**config.mk**
```make
export PLATFORM = sky130hd
export DESIGN_NAME = slp_regs
export DESIGN_NICKNAME = d
export VERILOG_FILES = /design/src/slp_checksum.v /design/src/slp_regs.v
export VERILOG_INCLUDE_DIRS = /design/src
export SDC_FILE = /design/constraint.sdc
export NUM_CORES = 1
export LEC_CHECK = 0
export ABC_AREA = 1
export ABC_CLOCK_PERIOD_IN_PS = 6840
export BUFFER_PORTS_ARGS = -buffer_cell sky130_fd_sc_hd__buf_2
export CAP_MARGIN = 20
export CORE_MARGIN = 2
export CORE_UTILIZATION = 30
export CTS_BUF_LIST = sky130_fd_sc_hd__clkbuf_8
export DETAILED_ROUTE_END_ITERATION = 12
export PLACE_DENSITY_LB_ADDON = 0.25
export SYNTH_ARGS = -nofsm -noshare
export SYNTH_HDL_FRONTEND = slang
export SYNTH_SLANG_ARGS = --single-unit
```
**constraint.sdc**
```tcl
create_clock -name I_REF_CLK -period 6.84 [get_ports I_REF_CLK]
set_clock_uncertainty 0.15 [all_clocks]
set_input_delay 0 -clock I_REF_CLK [delete_from_list [all_inputs] [get_ports I_REF_CLK]]
set_output_delay 0 -clock I_REF_CLK [all_outputs]
set_load 0.02 [all_outputs]
```
**src/slp_defines.vh**
```
/*
 * Offsets, field positions, reset values and fixed figures for the
 * link parameter register bank.
 * Assumes it is included by bare name from the bank's design files.
 */
`ifndef SLP_DEFINES_VH
`define SLP_DEFINES_VH

// Register offsets on the 12-bit register port
`define SLP_ADDR_W 12
`define SLP_OFS_LANES 12'h58b
`define SLP_OFS_OCTETS 12'h58c
`define SLP_OFS_FRAMES 12'h58d
`define SLP_OFS_CONVS 12'h58e
`define SLP_OFS_CSN 12'h58f
`define SLP_OFS_SUBCLASS_NP 12'h590
`define SLP_OFS_SAMPLES 12'h591
`define SLP_OFS_DENSITY_CTRL 12'h592
`define SLP_OFS_CHK0 12'h5a0

// Field positions
`define SLP_SCR_BIT 7
`define SLP_CS_HI 7
`define SLP_CS_LO 6
`define SLP_SUBCLASS_HI 7
`define SLP_SUBCLASS_LO 5
`define SLP_DENSITY_BIT 7

// Reset values
`define SLP_RST_LANES 5'h07
`define SLP_RST_SCR 1'h0
`define SLP_RST_OCTETS 8'h00
`define SLP_RST_FRAMES 5'h1f
`define SLP_RST_CONVS 8'h01
`define SLP_RST_CS 2'h0
`define SLP_RST_RES 5'h0f
`define SLP_RST_SUBCLASS 3'h1
`define SLP_RST_NP 5'h0f
`define SLP_RST_CHK0 8'hc3
`define SLP_SAMPLES_RSVD 3'h1

// Control bit selection code for all three control bits
`define SLP_CS_ALL 2'h3

// Lane 0 constant part of the checksum (identifiers, version, lane id);
// chosen so that the sum over the reset configuration gives the reset checksum
`define SLP_CHK0_BASE 8'h7d

`endif

```
**src/slp_checksum.v**
```verilog
/*
 * Lane configuration checksum: sum of the lane's link parameter fields
 * modulo 256, purely combinational.
 * Assumes the caller registers the result and supplies the lane constant.
 */
`include "slp_defines.vh"

module slp_checksum (
	// Lane constant part
	input wire [7:0] i_base,
	// Link parameter fields
	input wire [4:0] i_lanes,
	input wire i_scr,
	input wire [7:0] i_octets,
	input wire [4:0] i_frames,
	input wire [7:0] i_convs,
	input wire [1:0] i_cs,
	input wire [4:0] i_res,
	input wire [2:0] i_subclass,
	input wire [4:0] i_np,
	input wire [4:0] i_samples,
	input wire i_high_density,
	input wire [4:0] i_ctrl_words,
	// Result
	output wire [7:0] o_sum
);
	wire [7:0] lanes_w = {3'h0, i_lanes};
	wire [7:0] scr_w = {7'h00, i_scr};
	wire [7:0] frames_w = {3'h0, i_frames};
	wire [7:0] cs_w = {6'h00, i_cs};
	wire [7:0] res_w = {3'h0, i_res};
	wire [7:0] sub_w = {5'h00, i_subclass};
	wire [7:0] np_w = {3'h0, i_np};
	wire [7:0] smp_w = {3'h0, i_samples};
	wire [7:0] dens_w = {7'h00, i_high_density};
	wire [7:0] ctrlw_w = {3'h0, i_ctrl_words};

	// 8-bit sum wraps naturally, which is the modulo 256
	assign o_sum = i_base + lanes_w + scr_w + i_octets + frames_w + i_convs + cs_w + res_w + sub_w + np_w
		+ smp_w + dens_w + ctrlw_w;
endmodule // slp_checksum

```
**src/slp_regs.v**
```verilog
/*
 * Link parameter register bank for the transmit serial link: lanes,
 * octets per frame, frames per multiframe, converters, control bits and
 * resolution, subclass and bits per sample, the read-only descriptors and
 * the lane 0 checksum.
 * Assumes a register master on a plain strobe port, synchronous to
 * I_REF_CLK, and descriptor inputs set by the device's mode logic.
 */
// Overview of operation
// - A control-bits code of binary 11 attaches control bits 2, 1 and 0 to every sample.
// - Samples per converter per frame cycle is the read-only five-bit descriptor field plus one.
// - The top descriptor bit is a read-only high density flag, 1 for enabled and 0 for disabled.
// - Control words per frame per link is reported as the read-only five-bit field with no offset.
// - Each lane checksum is the sum of the lane's link parameters modulo 256.
// - The lane 0 checksum reads as a read-only eight-bit value with a reset value of 0xc3.
// - Octets per frame is the eight-bit field value plus one.
`include "slp_defines.vh"

module slp_regs (
	// Clock, reset, enable
	input wire I_REF_CLK,
	input wire I_SYS_RST,
	input wire i_clk_en,
	// Register port
	input wire [`SLP_ADDR_W-1:0] i_addr,
	input wire [7:0] i_wdata,
	input wire i_wr,
	input wire i_rd,
	output wire [7:0] o_rdata,
	// Descriptors from the mode logic
	input wire [4:0] i_samples_field,
	input wire i_high_density_flag,
	input wire [4:0] i_ctrl_words_per_frame,
	// Link configuration outputs
	output wire [2:0] o_ctrl_bit_mask,
	output wire [4:0] o_resolution,
	output wire [4:0] o_lanes_field,
	output wire o_scrambler_en,
	output wire [8:0] o_octets_per_frame,
	output wire [5:0] o_frames_per_multiframe,
	output wire [7:0] o_converters,
	output wire [2:0] o_subclass,
	output wire [4:0] o_bits_per_sample,
	output wire [5:0] o_samples_per_frame,
	output wire o_high_density,
	output wire [4:0] o_ctrl_words,
	output wire o_frame_size_legal,
	output wire [7:0] o_lane_zero_checksum
);
	reg [4:0] lanes_r;
	reg scr_r;
	reg [7:0] octets_r;
	reg [4:0] frames_r;
	reg [7:0] convs_r;
	reg [1:0] cs_r;
	reg [4:0] res_r;
	reg [2:0] subclass_r;
	reg [4:0] np_r;
	reg [4:0] samples_r;
	reg dens_r;
	reg [4:0] ctrl_words_r;
	reg [7:0] chk0_r;
	reg [7:0] rdata_r;
	reg [7:0] rdata_nxt;
	reg [2:0] mask_r;
	reg [2:0] mask_nxt;
	reg [8:0] octets_out_r;
	reg [5:0] frames_out_r;
	reg [5:0] samples_out_r;
	reg legal_r;
	wire [7:0] chk0_nxt;
	wire [13:0] fk_product;

	// Writable parameter registers; read-only offsets drop writes
	always @(posedge I_REF_CLK or posedge I_SYS_RST) begin
		if (I_SYS_RST) begin
			lanes_r <= `SLP_RST_LANES;
			scr_r <= `SLP_RST_SCR;
			octets_r <= `SLP_RST_OCTETS;
			frames_r <= `SLP_RST_FRAMES;
			convs_r <= `SLP_RST_CONVS;
			cs_r <= `SLP_RST_CS;
			res_r <= `SLP_RST_RES;
			subclass_r <= `SLP_RST_SUBCLASS;
			np_r <= `SLP_RST_NP;
		end else if (i_clk_en && i_wr) begin
			case (i_addr)
				`SLP_OFS_LANES: begin
					scr_r <= i_wdata[`SLP_SCR_BIT];
					lanes_r <= i_wdata[4:0];
				end
				`SLP_OFS_OCTETS: octets_r <= i_wdata;
				// Legality of F x K is left to software; only flagged below
				`SLP_OFS_FRAMES: frames_r <= i_wdata[4:0];
				`SLP_OFS_CONVS: convs_r <= i_wdata;
				`SLP_OFS_CSN: begin
					cs_r <= i_wdata[`SLP_CS_HI:`SLP_CS_LO];
					res_r <= i_wdata[4:0];
				end
				`SLP_OFS_SUBCLASS_NP: begin
					subclass_r <= i_wdata[`SLP_SUBCLASS_HI:`SLP_SUBCLASS_LO];
					np_r <= i_wdata[4:0];
				end
				default: begin
				end
			endcase
		end
	end

	// Descriptors are sampled from the mode logic, never from the bus
	always @(posedge I_REF_CLK or posedge I_SYS_RST) begin
		if (I_SYS_RST) begin
			samples_r <= 5'h00;
			dens_r <= 1'h0;
			ctrl_words_r <= 5'h00;
		end else if (i_clk_en) begin
			samples_r <= i_samples_field;
			dens_r <= i_high_density_flag;
			ctrl_words_r <= i_ctrl_words_per_frame;
		end
	end

	slp_checksum u_chk0 (
		.i_base(`SLP_CHK0_BASE),
		.i_lanes(lanes_r),
		.i_scr(scr_r),
		.i_octets(octets_r),
		.i_frames(frames_r),
		.i_convs(convs_r),
		.i_cs(cs_r),
		.i_res(res_r),
		.i_subclass(subclass_r),
		.i_np(np_r),
		.i_samples(samples_r),
		.i_high_density(dens_r),
		.i_ctrl_words(ctrl_words_r),
		.o_sum(chk0_nxt)
	);

	// Refreshed every enabled cycle, so it trails any write by one cycle
	always @(posedge I_REF_CLK or posedge I_SYS_RST) begin
		if (I_SYS_RST) begin
			chk0_r <= `SLP_RST_CHK0;
		end else if (i_clk_en) begin
			chk0_r <= chk0_nxt;
		end
	end

	// Control bits attached per sample, bit 2 first
	always @* begin
		case (cs_r)
			2'h0: mask_nxt = 3'h0;
			2'h1: mask_nxt = 3'h4;
			2'h2: mask_nxt = 3'h6;
			`SLP_CS_ALL: mask_nxt = 3'h7;
			default: mask_nxt = 3'h0;
		endcase
	end

	assign fk_product = ({6'h00, octets_r} + 14'h0001) * ({9'h000, frames_r} + 14'h0001);

	always @(posedge I_REF_CLK or posedge I_SYS_RST) begin
		if (I_SYS_RST) begin
			mask_r <= 3'h0;
			octets_out_r <= 9'h001;
			frames_out_r <= 6'h20;
			samples_out_r <= 6'h01;
			legal_r <= 1'h1;
		end else if (i_clk_en) begin
			mask_r <= mask_nxt;
			octets_out_r <= {1'h0, octets_r} + 9'h001;
			frames_out_r <= {1'h0, frames_r} + 6'h01;
			samples_out_r <= {1'h0, samples_r} + 6'h01;
			legal_r <= (fk_product[1:0] == 2'h0);
		end
	end

	// Read path: data one cycle after the strobe, zero otherwise
	always @* begin
		rdata_nxt = 8'h00;
		if (i_rd) begin
			case (i_addr)
				`SLP_OFS_LANES: rdata_nxt = {scr_r, 2'h0, lanes_r};
				`SLP_OFS_OCTETS: rdata_nxt = octets_r;
				`SLP_OFS_FRAMES: rdata_nxt = {3'h0, frames_r};
				`SLP_OFS_CONVS: rdata_nxt = convs_r;
				`SLP_OFS_CSN: rdata_nxt = {cs_r, 1'h0, res_r};
				`SLP_OFS_SUBCLASS_NP: rdata_nxt = {subclass_r, np_r};
				`SLP_OFS_SAMPLES: rdata_nxt = {`SLP_SAMPLES_RSVD, samples_r};
				`SLP_OFS_DENSITY_CTRL: rdata_nxt = {dens_r, 2'h0, ctrl_words_r};
				`SLP_OFS_CHK0: rdata_nxt = chk0_r;
				default: rdata_nxt = 8'h00;
			endcase
		end
	end

	always @(posedge I_REF_CLK or posedge I_SYS_RST) begin
		if (I_SYS_RST) begin
			rdata_r <= 8'h00;
		end else if (i_clk_en) begin
			rdata_r <= rdata_nxt;
		end
	end

	assign o_rdata = rdata_r;
	assign o_ctrl_bit_mask = mask_r;
	assign o_resolution = res_r;
	assign o_lanes_field = lanes_r;
	assign o_scrambler_en = scr_r;
	assign o_octets_per_frame = octets_out_r;
	assign o_frames_per_multiframe = frames_out_r;
	assign o_converters = convs_r;
	assign o_subclass = subclass_r;
	assign o_bits_per_sample = np_r;
	assign o_samples_per_frame = samples_out_r;
	assign o_high_density = dens_r;
	assign o_ctrl_words = ctrl_words_r;
	assign o_frame_size_legal = legal_r;
	assign o_lane_zero_checksum = chk0_r;
endmodule // slp_regs

```
Word level (Yosys, flattened, before mapping)
Index checks and enable logic that the tools add are counted.
- flip-flop bits (word level): 94
- bits in latches: 0
- RAM bits: 0
- ROM bits: 0
- input bits: 36
- output and inout port bits: 74
- logic and storage cells: 61
- memories: 0
- add/sub/neg operators: 17
- $mul: 1
- div/mod/pow operators: 0
- magnitude comparators: 0
- eq/ne operators: 12
- shift operators: 0
- muxes and demuxes: 3
- bitwise operators: 0
- reductions and logical operators: 9
- operator list (kind ; count):
    $eq A12 B11 Y1 const B ; 9
    $pmux W8 S9 ; 1
    $add A8 B5 Y8 ; 5
    $add A5 B1 Y6 const B ; 3
    $add A8 B1 Y9 const B ; 2
    $add A8 B1 Y8 ; 2
    $add A8 B8 Y8 ; 2
    $pmux W3 S4 ; 1
    $reduce_and A2 Y1 ; 6
    $mul A9 B6 Y2 ; 1
    $add A7 B5 Y8 const A ; 1
    $add A8 B2 Y8 ; 1
    $add A8 B3 Y8 ; 1
    $mux W8 ; 1
    $eq A2 B2 Y1 const B ; 2
    $logic_not A2 Y1 ; 2
    $eq A2 B1 Y1 const B ; 1
    $logic_and A1 B1 Y1 ; 1

Logic depth before layout (Yosys ltp)
Gate-level depths: netlist (run 1).
- depth in word-level cells: 12
- mapped depth: 21
- depth with buffers taken out: 21

Hierarchy
From an unflattened synthesis (run 1), not the netlist that was laid out.
- cell total of the unflattened synthesis: 748
- area, all modules: 6306.0 sq um
- by module, submodules not included (module ; times used ; cells an instance ; area an instance (sq um)):
    slp_regs ; 1 ; 577 ; 4772.1
    slp_checksum ; 1 ; 171 ; 1534.0

Least setup slack after synthesis (run 1)
Ideal clock, no wire load.
- path type: register to register
- start: reg res_r[1] (netlist: o_resolution[1])
- end: reg chk0_r[7] (netlist: o_lane_zero_checksum[7])
- arrival: 4.327 ns
- required time: 6.629 ns
- path slack: 2.303 ns
- stages on the path, launching flop included: 21
- path buffers: 0
- clock period less this slack: 4.537 ns
- cell sequence: dfstp_2 -> inv_1 -> fa_1 -> inv_1 -> fa_1 -> inv_1 -> fa_1 -> fa_1 -> inv_1 -> ha_1 -> ha_1 -> fa_1 -> nand3_1 -> nand3_1 -> nand2_1 -> nand2_1 -> nand2_1 -> nand2_1 -> nand3_1 -> nand3_1 -> nand2_1
- longest elaborated chain between the ends: 6
- RTL lines (item ; line ; RTL):
    from (decl) ; slp_regs.v:56 ; reg [4:0] res_r;
    from (signal assigned) ; slp_regs.v:83 ; res_r <= `SLP_RST_RES;
    from (signal assigned) ; slp_regs.v:98 ; res_r <= i_wdata[4:0];
    $add A8 B5 Y8 ; slp_checksum.v:39 ; assign o_sum = i_base + lanes_w + scr_w + i_octets + frames_w + i_convs + cs_w + res_w + sub_w + np_w
    $add A8 B3 Y8 ; slp_checksum.v:39 ;
    $add A8 B5 Y8 ; slp_checksum.v:39 ;
    $add A8 B5 Y8 ; slp_checksum.v:40 ; + smp_w + dens_w + ctrlw_w;
    $add A8 B1 Y8 ; slp_checksum.v:40 ;
    $add A8 B5 Y8 ; slp_checksum.v:40 ;
    to (signal assigned) ; slp_regs.v:143 ; chk0_r <= `SLP_RST_CHK0;
    to (signal assigned) ; slp_regs.v:145 ; chk0_r <= chk0_nxt;
    to (decl) ; slp_regs.v:62 ; reg [7:0] chk0_r;
Every way passes these cells.
A chain may end at the register's enable or synchronous reset.

Final worst setup path (run 1)
Ends and elaborated chain as after synthesis.

==> results of run 1 <==
[worst paths after layout]
| path | startpoint | to | slack (ns) | cells after the start |
|---|---|---|---|---|
| max | o_resolution[1] | o_lane_zero_checksum[7] | 2.15 | 20 |
| min reg2reg | o_ctrl_bit_mask[1] | o_ctrl_bit_mask[1] | 0.33 | 2 |
| min in group asynchronous | I_SYS_RST | o_resolution[4] | 0.59 | 4 |
| max in group asynchronous | I_SYS_RST | o_ctrl_words[3] | 4.76 | 5 |
| max reg2reg | o_resolution[1] | o_lane_zero_checksum[7] | 2.15 | 20 |
| min | i_addr[0] | o_rdata[5] | 0.05 | 6 |
[routing by layer]
metal  vias up  GRT usage (%)  share of wire (%)
met5         -              0                  0
met4         0          5.588                2.0
met3        21          3.679                4.7
met2       138          27.52                 44
met1      2380          25.90                 49
li1       2506              -                  -
[power groups by stage]
| stage | Sequential [uW] | Clock, uW | Combinational, uW |
|---|---|---|---|
| 2_1_floorplan | 660 | 0 | 148 |
| 3_3_place_gp | 640 | 0 | 268 |
| 6_report | 630 | 370 | 276 |
| 5_1_grt | 635 | 409 | 317 |
| 3_5_place_dp | 641 | 0 | 268 |
| 4_1_cts | 632 | 387 | 282 |
[flip-flops by register name, summed over array words and instances (netlist names)]
| signal | count |
|---|---|
| o_scrambler_en | 1 |
| o_converters | 8 |
| o_frame_size_legal | 1 |
| o_rdata | 8 |
| o_resolution | 5 |
| cs_r | 2 |
| o_samples_per_frame | 6 |
| frames_r | 5 |
| o_lane_zero_checksum | 8 |
| o_ctrl_words | 5 |
| o_bits_per_sample | 5 |
| o_high_density | 1 |
| samples_r | 5 |
| o_lanes_field | 5 |
| o_ctrl_bit_mask | 3 |
| o_subclass | 3 |
| o_octets_per_frame | 9 |
| o_frames_per_multiframe | 6 |
| octets_r | 8 |
[cells by family (layout without fill, tap and decap cells)]
| logic type | Yosys count | in the layout |
|---|---|---|
| AND/OR/NAND/NOR | 327 | 327 |
| buffers and inverters | 128 | 261 |
| flip-flops | 94 | 94 |
| AO/OA/AOI/OAI | 88 | 88 |
| adder cells (fa/ha/maj) | 61 | 61 |
| XOR/XNOR | 13 | 13 |
[cell usage in the layout, fill, tap and decap left out, types with 3 or more instances in the layout]
cell type and instances:
nand2_2 5, nand4_1 5, o21ai_1 27, xor2_1 9, dfstp_2 26, nor2_1 35
o21ai_0 44, nand3_1 71, nor3_1 3, nor2_2 6, a21oi_1 4, nand2_1 190
ha_1 27, clkbuf_8 9, xnor2_1 4, o21ai_2 7, fa_1 34, buf_2 109
nor2_4 4, dfrtp_1 68, buf_4 4, dlygate4sd3_1 26, inv_1 105
[worst max-delay path: stages, from the launching register on]
cell and delay, ns:
dfstp_2 0.57, inv_1 0.06, fa_1 0.57, inv_1 0.07, fa_1 0.53, inv_1 0.05, fa_1 0.50, fa_1 0.54
inv_1 0.04, ha_1 0.26, ha_1 0.23, fa_1 0.41, nand3_1 0.10, nand3_1 0.09, nand2_1 0.09, nand2_1 0.05
nand2_1 0.05, nand2_1 0.06, nand3_1 0.08, nand3_1 0.07, nand2_1 0.07
[area by class of cell]
cell class                      instances  area [um2]  share of cell area (%)
Multi-Input combinational cell        489        3068                   42.54
Sequential cell                        94        2385                   33.07
Timing Repair Buffer                  139       835.8                   11.59
Inverter                              106       400.4                   5.552
Tap cell                              265       331.6                   4.597
Clock buffer                            9       123.9                   1.718
Clock inverter                          7       67.56                  0.9368
[stage by stage]
stage                     cell area [um2]  total power [uW]  cells  utilization (%)
after floorplan                      5973             808.0    711                -
after global placement               6760             907.7   1067            34.62
after detailed placement             6760             908.8   1067            34.62
after CTS                            7212              1301   1109            36.93
after global routing                 7212              1360   1109            36.93
final                                7212              1276   1109            36.93
==> flow_summary.ini, run 1 <==
[timing]
period_minus_slack_ns = 4.689
timing.slew.headroom_pct = 41.41
fmax_ghz = 0.2133
setup_ws_ns = 2.151
finalSetupViolCount = 0
post-route-period-util_pct = 68.56
rsz0062_at_grt = false
setup_tns_ns = 0
hold_ws_ns = 0.04654
finalHoldViolCount = 0
worst_slew_pin_slew_ns = 0.8788
slew_violations = 0

[final_layout]
areaGrowthSynthToFinish_pct = 20.74
nFillCells = 2120
antenna_cells = 0
layout-drive-gt1-share_pct = 22.04
layout.nets = 936

[pwr]
swShare_pct = 32.35
ir_drop_mv = 0.1306
clock_power_share_pct = 29.0
power_density_nw_per_um2 = 176.9
switchingPower_uw = 412.7
combPwrFrac_pct = 21.6
p_int_uw = 863.1
power_frac_seq_pct = 49.4
p_leak_uw = 0.003643

[cts]
path_clk_slew_ns = 0.09
root_buffer = clkbuf_8
cts_setup_buffers = 0
clk_latency_ns = 0.39
cts_tree = done
cts.sinks = 94
cts_buffer_depth = 2
post_cts_resized = 0
ctsHoldBuffers = 26
htreeDepth = 3
cts_buffers = 9

[yosys]
synthAdderAreaFrac_pct = 17.05
yosys.area.top_type_share_pct = 28.49
ys_types = 37
synth_top_cell_by_area = dfrtp_1
ys.flop_type = dfrtp_1
synth-seq-area-share_pct = 39.92
synth-seq-cells = 94
synth_compound_area_share_pct = 8.274
synth_edf_count = 0
synthSimpleGateAreaFrac_pct = 24.13
synthMostInstantiatedCell = nand2_1
synth.mux.area_fraction_pct = 0
syn-num-nets = 808
syn_area_per_cell_um2 = 8.401
synth_area_leaders = dfrtp_1 28%, nand2_1 12%, dfstp_2 11%
netlist_top_cells_count = 190 x nand2_1, 105 x inv_1, 71 x nand3_1
synth_top_family_by_area = simple AND/OR/NAND/NOR gates
syn_inst = 711
synth_xor_area_share_pct = 1.906
async_reset_ff_share_pct = 100.0
yosysWarnings = 0
netlist_area_um2 = 5973

[global_routing]
grt_pass1_vias = 5025
grt_pass1_wl_um = 29050
antenna_found_initial = 0
overflow = 0
grt_usage_pct = 18.08
grt_start_max_net_pins = 69

[placement]
pre_cts_ws_ns = 2.163
gp_congestion = 0.9383
dp_hpwl_um = 14550
io_buffers = 109

[routing]
first_pass_iters = 5
wl_per_cell_um = 16.60
ant_nets = 0
vias = 5045
dr.first_iter.drc_count = 307
finalWirelength_um = 18410
drc = 0
viasPerCell = 4.549

[status]
outcome = completed

[floorplan]
rows = 51
die_x_um = 145.1
io_pins = 110
die_area_um2 = 21060
initial_core_util_pct = 30.59
core-area_um2 = 19530
die_y_um = 145.1

[setup_path]
start_kind = flip-flop
arrival_ns = 4.87
worst-setup-path-type = flip-flop to flip-flop
critPathRequiredTime_ns = 7.02
crit_path_end_kind = flip-flop
cp_max_fo = 4

[flow_run]
drv_cap = 0

[worst_hold_path]
hp-class = input pin to flip-flop
Power figures use the tool's default switching activity.
==> run 2, diff against run 1 <==
--- a/config.mk
+++ b/config.mk
@@ -7,7 +7,7 @@
 export NUM_CORES = 1
 export LEC_CHECK = 0
 export ABC_AREA = 1
-export ABC_CLOCK_PERIOD_IN_PS = 6840
+export ABC_CLOCK_PERIOD_IN_PS = 4100
 export BUFFER_PORTS_ARGS = -buffer_cell sky130_fd_sc_hd__buf_2
 export CAP_MARGIN = 20
 export CORE_MARGIN = 2
==> constraint.sdc (replaced) <==
create_clock -name I_REF_CLK -period 4.1 [get_ports I_REF_CLK]
set_clock_uncertainty 0.15 [all_clocks]
set_input_delay 0 -clock I_REF_CLK [delete_from_list [all_inputs] [get_ports I_REF_CLK]]
set_output_delay 0 -clock I_REF_CLK [all_outputs]
set_load 0.02 [all_outputs]
==> run 2 against run 1 <==
Against the previous run:
- the run now ends with negative setup slack left
- clock power grew 61%
- register-to-register slack lost 2.3 ns
- hold slack lost 0.031 ns
- combinational power grew 110%
- routed wire length grew 6.9%
- critical path type unchanged
- critical endpoint unchanged
- largest cell class unchanged
- largest power group unchanged
- highest routed layer unchanged
==> flow_summary.ini, run 2 (synthesis results as in run 1) <==
[routing]
finalWirelength_um = 19670
viasPerCell = 4.578
vias = 5297
ant_nets = 0
dr.first_iter.drc_count = 357
drc = 0
first_pass_iters = 5
wl_per_cell_um = 17.00

[pwr]
p_leak_uw = 0.003885
power_density_nw_per_um2 = 290.9
ir_drop_mv = 0.1356

[setup_path]
max_stage_delay_ns = 0.55
cpMostUsedCell = nand2_1
cp_max_fo = 3
critPathBufInv = 5
critPathRequiredTime_ns = 4.29
path_depth = 21
arrival_ns = 4.44
start_kind = flip-flop
crit_path_end_kind = flip-flop
worst_r2r_path_depth = 21
worst-setup-path-type = flip-flop to flip-flop
path_cells = inv_2, fa_1, inv_2, fa_1, inv_1, fa_2, fa_2, inv_2, ha_4, ha_4, fa_2, nand3_2, nand3_2, nand2_2, nand2_1, nand2_1, nand2_1, inv_1, nand2_1, nand3_1, nand2_1
cpLargestDelayFamily = adder cells
crit_slowest_cell = dfstp_2

[final_layout]
fin_area_um2 = 7640
antenna_cells = 0
layout.nets = 984
final_common_cell = nand2_1
mostFrequentLayoutCells = 188 x nand2_1, 109 x buf_2, 98 x inv_1
areaGrowthSynthToFinish_pct = 27.90
layout-drive-gt1-share_pct = 28.92
largest_reg_flops = 9

[placement]
gp_congestion = 0.9597
io_buffers = 109
placed_area_um2 = 7121
dp_hpwl_um = 15480
pre_cts_ws_ns = -0.2764

[timing]
fmax_ghz = 0.2352
rsz0062_at_grt = true
timing.slew.headroom_pct = 40.89
period_minus_slack_ns = 4.251
slew_violations = 0
post-route-period-util_pct = 103.7
setup_ws_ns = -0.1509
worst_slew_pin_slew_ns = 0.8833
finalSetupViolCount = 4
finalHoldViolCount = 0

[cts]
clk_latency_ns = 0.40
cts.sinks = 94
cts_buffers = 9
cts_tree = done
path_clk_slew_ns = 0.11
cts_buffer_depth = 2
root_buffer = clkbuf_8
htreeDepth = 3

[worst_hold_path]
holdPathStages = 3
hp-class = input pin to flip-flop

[floorplan]
rows = 51
core-area_um2 = 19530
die_x_um = 145.1
initial_core_util_pct = 30.59
die_area_um2 = 21060
io_pins = 110
die_y_um = 145.1

[flow_run]
drv_cap = 0

[global_routing]
overflow = 0
grt_usage_pct = 18.89
grt_pass1_vias = 5078
antenna_found_initial = 0
grt_pass1_wl_um = 30130
grt_start_max_net_pins = 59

[status]
violations = negative setup slack
outcome = finished, violations left
==> run 2: cell types whose count changed in the layout (fill, tap and decap cells not counted), moves of 2 or more <==
cell,before,now
nand3_1,71,67
dlygate4sd3_1,26,23
nand3_2,2,6
o21ai_1,27,29
fa_2,0,4
inv_1,105,98
o21ai_0,44,42
nand2_1,190,188
fa_1,34,30
buf_4,4,55
nand2_2,5,7
inv_2,1,7
ha_4,0,4
ha_1,27,23
==> run 2: area by class of cell <==
class,instances,area [um2]
Timing Repair Buffer,187,1189
Clock inverter,6,37.54
Clock buffer,10,137.6
Inverter,106,400.4
Tap cell,265,331.6
Fill cell,2088,11890
Multi-Input combinational cell,489,3159
Sequential cell,94,2385
==> run 2: worst reg2reg max path, stage by stage, from the launching register on <==
cell	delay (ns)
dfstp_2	0.55
inv_2	0.04
fa_1	0.51
inv_2	0.04
fa_1	0.47
inv_1	0.05
fa_2	0.53
fa_2	0.44
inv_2	0.07
ha_4	0.19
ha_4	0.16
fa_2	0.41
nand3_2	0.07
nand3_2	0.07
nand2_2	0.07
nand2_1	0.05
nand2_1	0.05
nand2_1	0.06
inv_1	0.05
nand2_1	0.04
nand3_1	0.07
nand2_1	0.05
==> run 2: metrics by stage <==
| step | instances | TNS, ns | hold WS [ns] | utilization, % | power, uW |
|---|---|---|---|---|---|
| 2_1_floorplan | 711 | -0.4528 | -0.03324 | - | 1365 |
| 3_3_place_gp | 1111 | -0.4959 | 0.04457 | 36.47 | 1562 |
| 3_5_place_dp | 1111 | -0.6176 | 0.05672 | 36.47 | 1565 |
| 4_1_cts | 1156 | -0.6836 | 0.003365 | 38.90 | 2222 |
| 5_1_grt | 1157 | -1.200 | 0.04153 | 39.13 | 2345 |
| 6_report | 1157 | -0.5636 | 0.01522 | 39.13 | 2223 |
==> run 2: metal layers <==
layer	GRT usage, %	wire (um)	vias up	part of all wire [%]
li1	-	-	2595	-
met1	27.54	9380	2493	48
met2	28.74	8618	184	44
met3	3.428	1293	25	6.6
met4	5.343	376	0	1.9
met5	0	0	-	0
==> run 2: timing repair <==
item | in CTS | in global routing
pin swaps | 17 | 17
endpoints found under the setup margin | 4 | 6
endpoints found under the hold margin | 105 | 0
gates resized for setup | 7 | 9
hold buffers | 23 | 0
setup buffers | 6 | 1
==> run 2: worst paths after layout <==
kind | from | end | slack, ns
max reg2reg | o_lanes_field[1] | o_lane_zero_checksum[7] | -0.15
max | o_lanes_field[1] | o_lane_zero_checksum[7] | -0.15
max in group asynchronous | I_SYS_RST | o_samples_per_frame[0] | 2.64
min in group asynchronous | I_SYS_RST | o_converters[6] | 0.15
min | i_clk_en | o_octets_per_frame[8] | 0.02
min reg2reg | o_frames_per_multiframe[1] | o_frames_per_multiframe[1] | 0.33
==> run 2: power breakdown <==
part	internal [uW]	leakage [uW]	total, uW	switching [uW]
sequential	990	0.00118	1050	56.2
combinational	248	0.00261	581	333
clock	235	0.0000899	596	360
==> run 3, diff against run 2 <==
--- a/config.mk
+++ b/config.mk
@@ -15,6 +15,7 @@
 export CTS_BUF_LIST = sky130_fd_sc_hd__clkbuf_8
 export DETAILED_ROUTE_END_ITERATION = 12
 export PLACE_DENSITY_LB_ADDON = 0.25
+export SKIP_CTS_REPAIR_TIMING = 1
 export SYNTH_ARGS = -nofsm -noshare
 export SYNTH_HDL_FRONTEND = slang
 export SYNTH_SLANG_ARGS = --single-unit
==> run 3 against run 2 <==
Against the previous run:
- the flow still finishes with violations (negative setup slack)
- global-route usage is 0.22 points lower
- count of clock-buffer cells in the layout stayed put
- routed wire length is 0.41% lower
- combinational power is 3.6% lower
- power is 0.95% lower
- first-iteration DRC count is 1.7% higher
- sequential power hardly changed
- worst setup slack worse by 0.050 ns
- sequential cell count stayed put
- die area stayed put
- fmax is 1.2% lower
- critical endpoint unchanged
==> flow_summary.ini, run 3 (synthesis results as in run 1) <==
[pwr]
power_density_nw_per_um2 = 289.6
p_leak_uw = 0.003859
p_total_uw = 2201
ir_drop_mv = 0.1350

[final_layout]
mostFrequentLayoutCells = 188 x nand2_1, 109 x buf_2, 97 x inv_1
fin_cells = 1152
antenna_cells = 0
layout.nets = 979
fin_area_um2 = 7601
largest_reg_flops = 9
layout-drive-gt1-share_pct = 28.64
final_common_cell = nand2_1
areaGrowthSynthToFinish_pct = 27.25

[global_routing]
grt_usage_pct = 18.67
antenna_found_initial = 0
grt_pass1_wl_um = 29720
grt_start_max_net_pins = 59
grt_pass1_vias = 4960
overflow = 0

[routing]
wl_per_cell_um = 17.00
first_pass_iters = 4
finalWirelength_um = 19590
drc = 0
vias = 5224
dr.first_iter.drc_count = 363
ant_nets = 0
viasPerCell = 4.535

[timing]
timing.slew.headroom_pct = 40.34
finalSetupViolCount = 4
finalHoldViolCount = 0
period_minus_slack_ns = 4.301
fmax_ghz = 0.2325
slew_violations = 0
post-route-period-util_pct = 104.9
setup_ws_ns = -0.2006
worst_slew_pin_slew_ns = 0.8916
rsz0062_at_grt = true

[placement]
pre_cts_ws_ns = -0.2764
gp_congestion = 0.9597
placed_area_um2 = 7121
dp_hpwl_um = 15480
dp_cells = 1111
io_buffers = 109

[setup_path]
arrival_ns = 4.50
cp_max_fo = 3
critPathRequiredTime_ns = 4.30
crit_path_end_kind = flip-flop
worst-setup-path-type = flip-flop to flip-flop
start_kind = flip-flop

[status]
outcome = finished, violations left
violations = negative setup slack

[floorplan]
core-area_um2 = 19530
io_pins = 110
die_y_um = 145.1
rows = 51
die_area_um2 = 21060
die_x_um = 145.1
initial_core_util_pct = 30.59

[cts]
cts_tree = done
cts_buffer_depth = 2
path_clk_slew_ns = 0.11
htreeDepth = 3
clk_latency_ns = 0.40
cts_buffers = 9
cts.sinks = 94
root_buffer = clkbuf_8

[flow_run]
drv_cap = 0

[worst_hold_path]
hp-class = input pin to flip-flop
[run 3: cell count changes in the layout (fill, tap and decap cells not counted), sizes merged]
cell,change
buf,-5
[run 3: layout make-up]
cell class	instances	area [um2]
inverters	106	400.4
well taps	265	331.6
clock inverters	6	37.54
fillers	2088	11930
clock buffers	10	137.6
multi-input cells	489	3158
flip-flops and latches	94	2385
repair buffers	182	1151
[run 3: power by group]
part | internal, uW | switching, uW
Combinational | 230 | 330
Clock | 235 | 363
Sequential | 990 | 54.0
[run 3: critical path: stages, from the launching register on]
cell,delay (ns)
dfstp_2,0.55
inv_2,0.04
fa_1,0.51
inv_2,0.04
fa_2,0.52
inv_2,0.04
fa_2,0.47
fa_2,0.39
inv_2,0.06
fa_2,0.47
fa_2,0.43
nand3_2,0.09
nand3_2,0.07
nand2_2,0.07
nand2_1,0.05
nand2_1,0.05
nand2_1,0.06
inv_1,0.05
nand2_1,0.04
nand3_1,0.07
nand2_1,0.05
[run 3: routing by layer]
layer  vias up  share of wire, %  global-route usage (%)  wire length (um)
met5         -                 0                       0                 0
met4         0               1.8                   5.343               354
met3        19               6.0                   3.491              1177
met2       173                44                   28.12              8596
met1      2447                48                   27.36              9461
li1       2585                 -                       -                 -
[run 3: worst paths after layout]
check	slack, ns	endpoint	startpoint	cells past startpoint
hold / removal	0.05	frames_r[2]	i_addr[1]	6
hold reg to reg	0.33	o_frames_per_multiframe[1]	o_frames_per_multiframe[1]	2
setup reg to reg	-0.20	o_lane_zero_checksum[7]	o_resolution[1]	20
max in group asynchronous	2.64	o_octets_per_frame[0]	I_SYS_RST	4
setup / recovery	-0.20	o_lane_zero_checksum[7]	o_resolution[1]	20
min in group asynchronous	0.15	o_ctrl_words[4]	I_SYS_RST	3
[run 3: metrics by stage]
stage | TNS (ns) | hold WS, ns | util [%]
2_1_floorplan | -0.4528 | -0.03324 | -
3_3_place_gp | -0.4959 | 0.04457 | 36.47
3_5_place_dp | -0.6176 | 0.05672 | 36.47
4_1_cts | -0.6563 | -0.3806 | 37.36
5_1_grt | -1.110 | 0.1098 | 38.93
6_report | -0.4910 | 0.04858 | 38.93
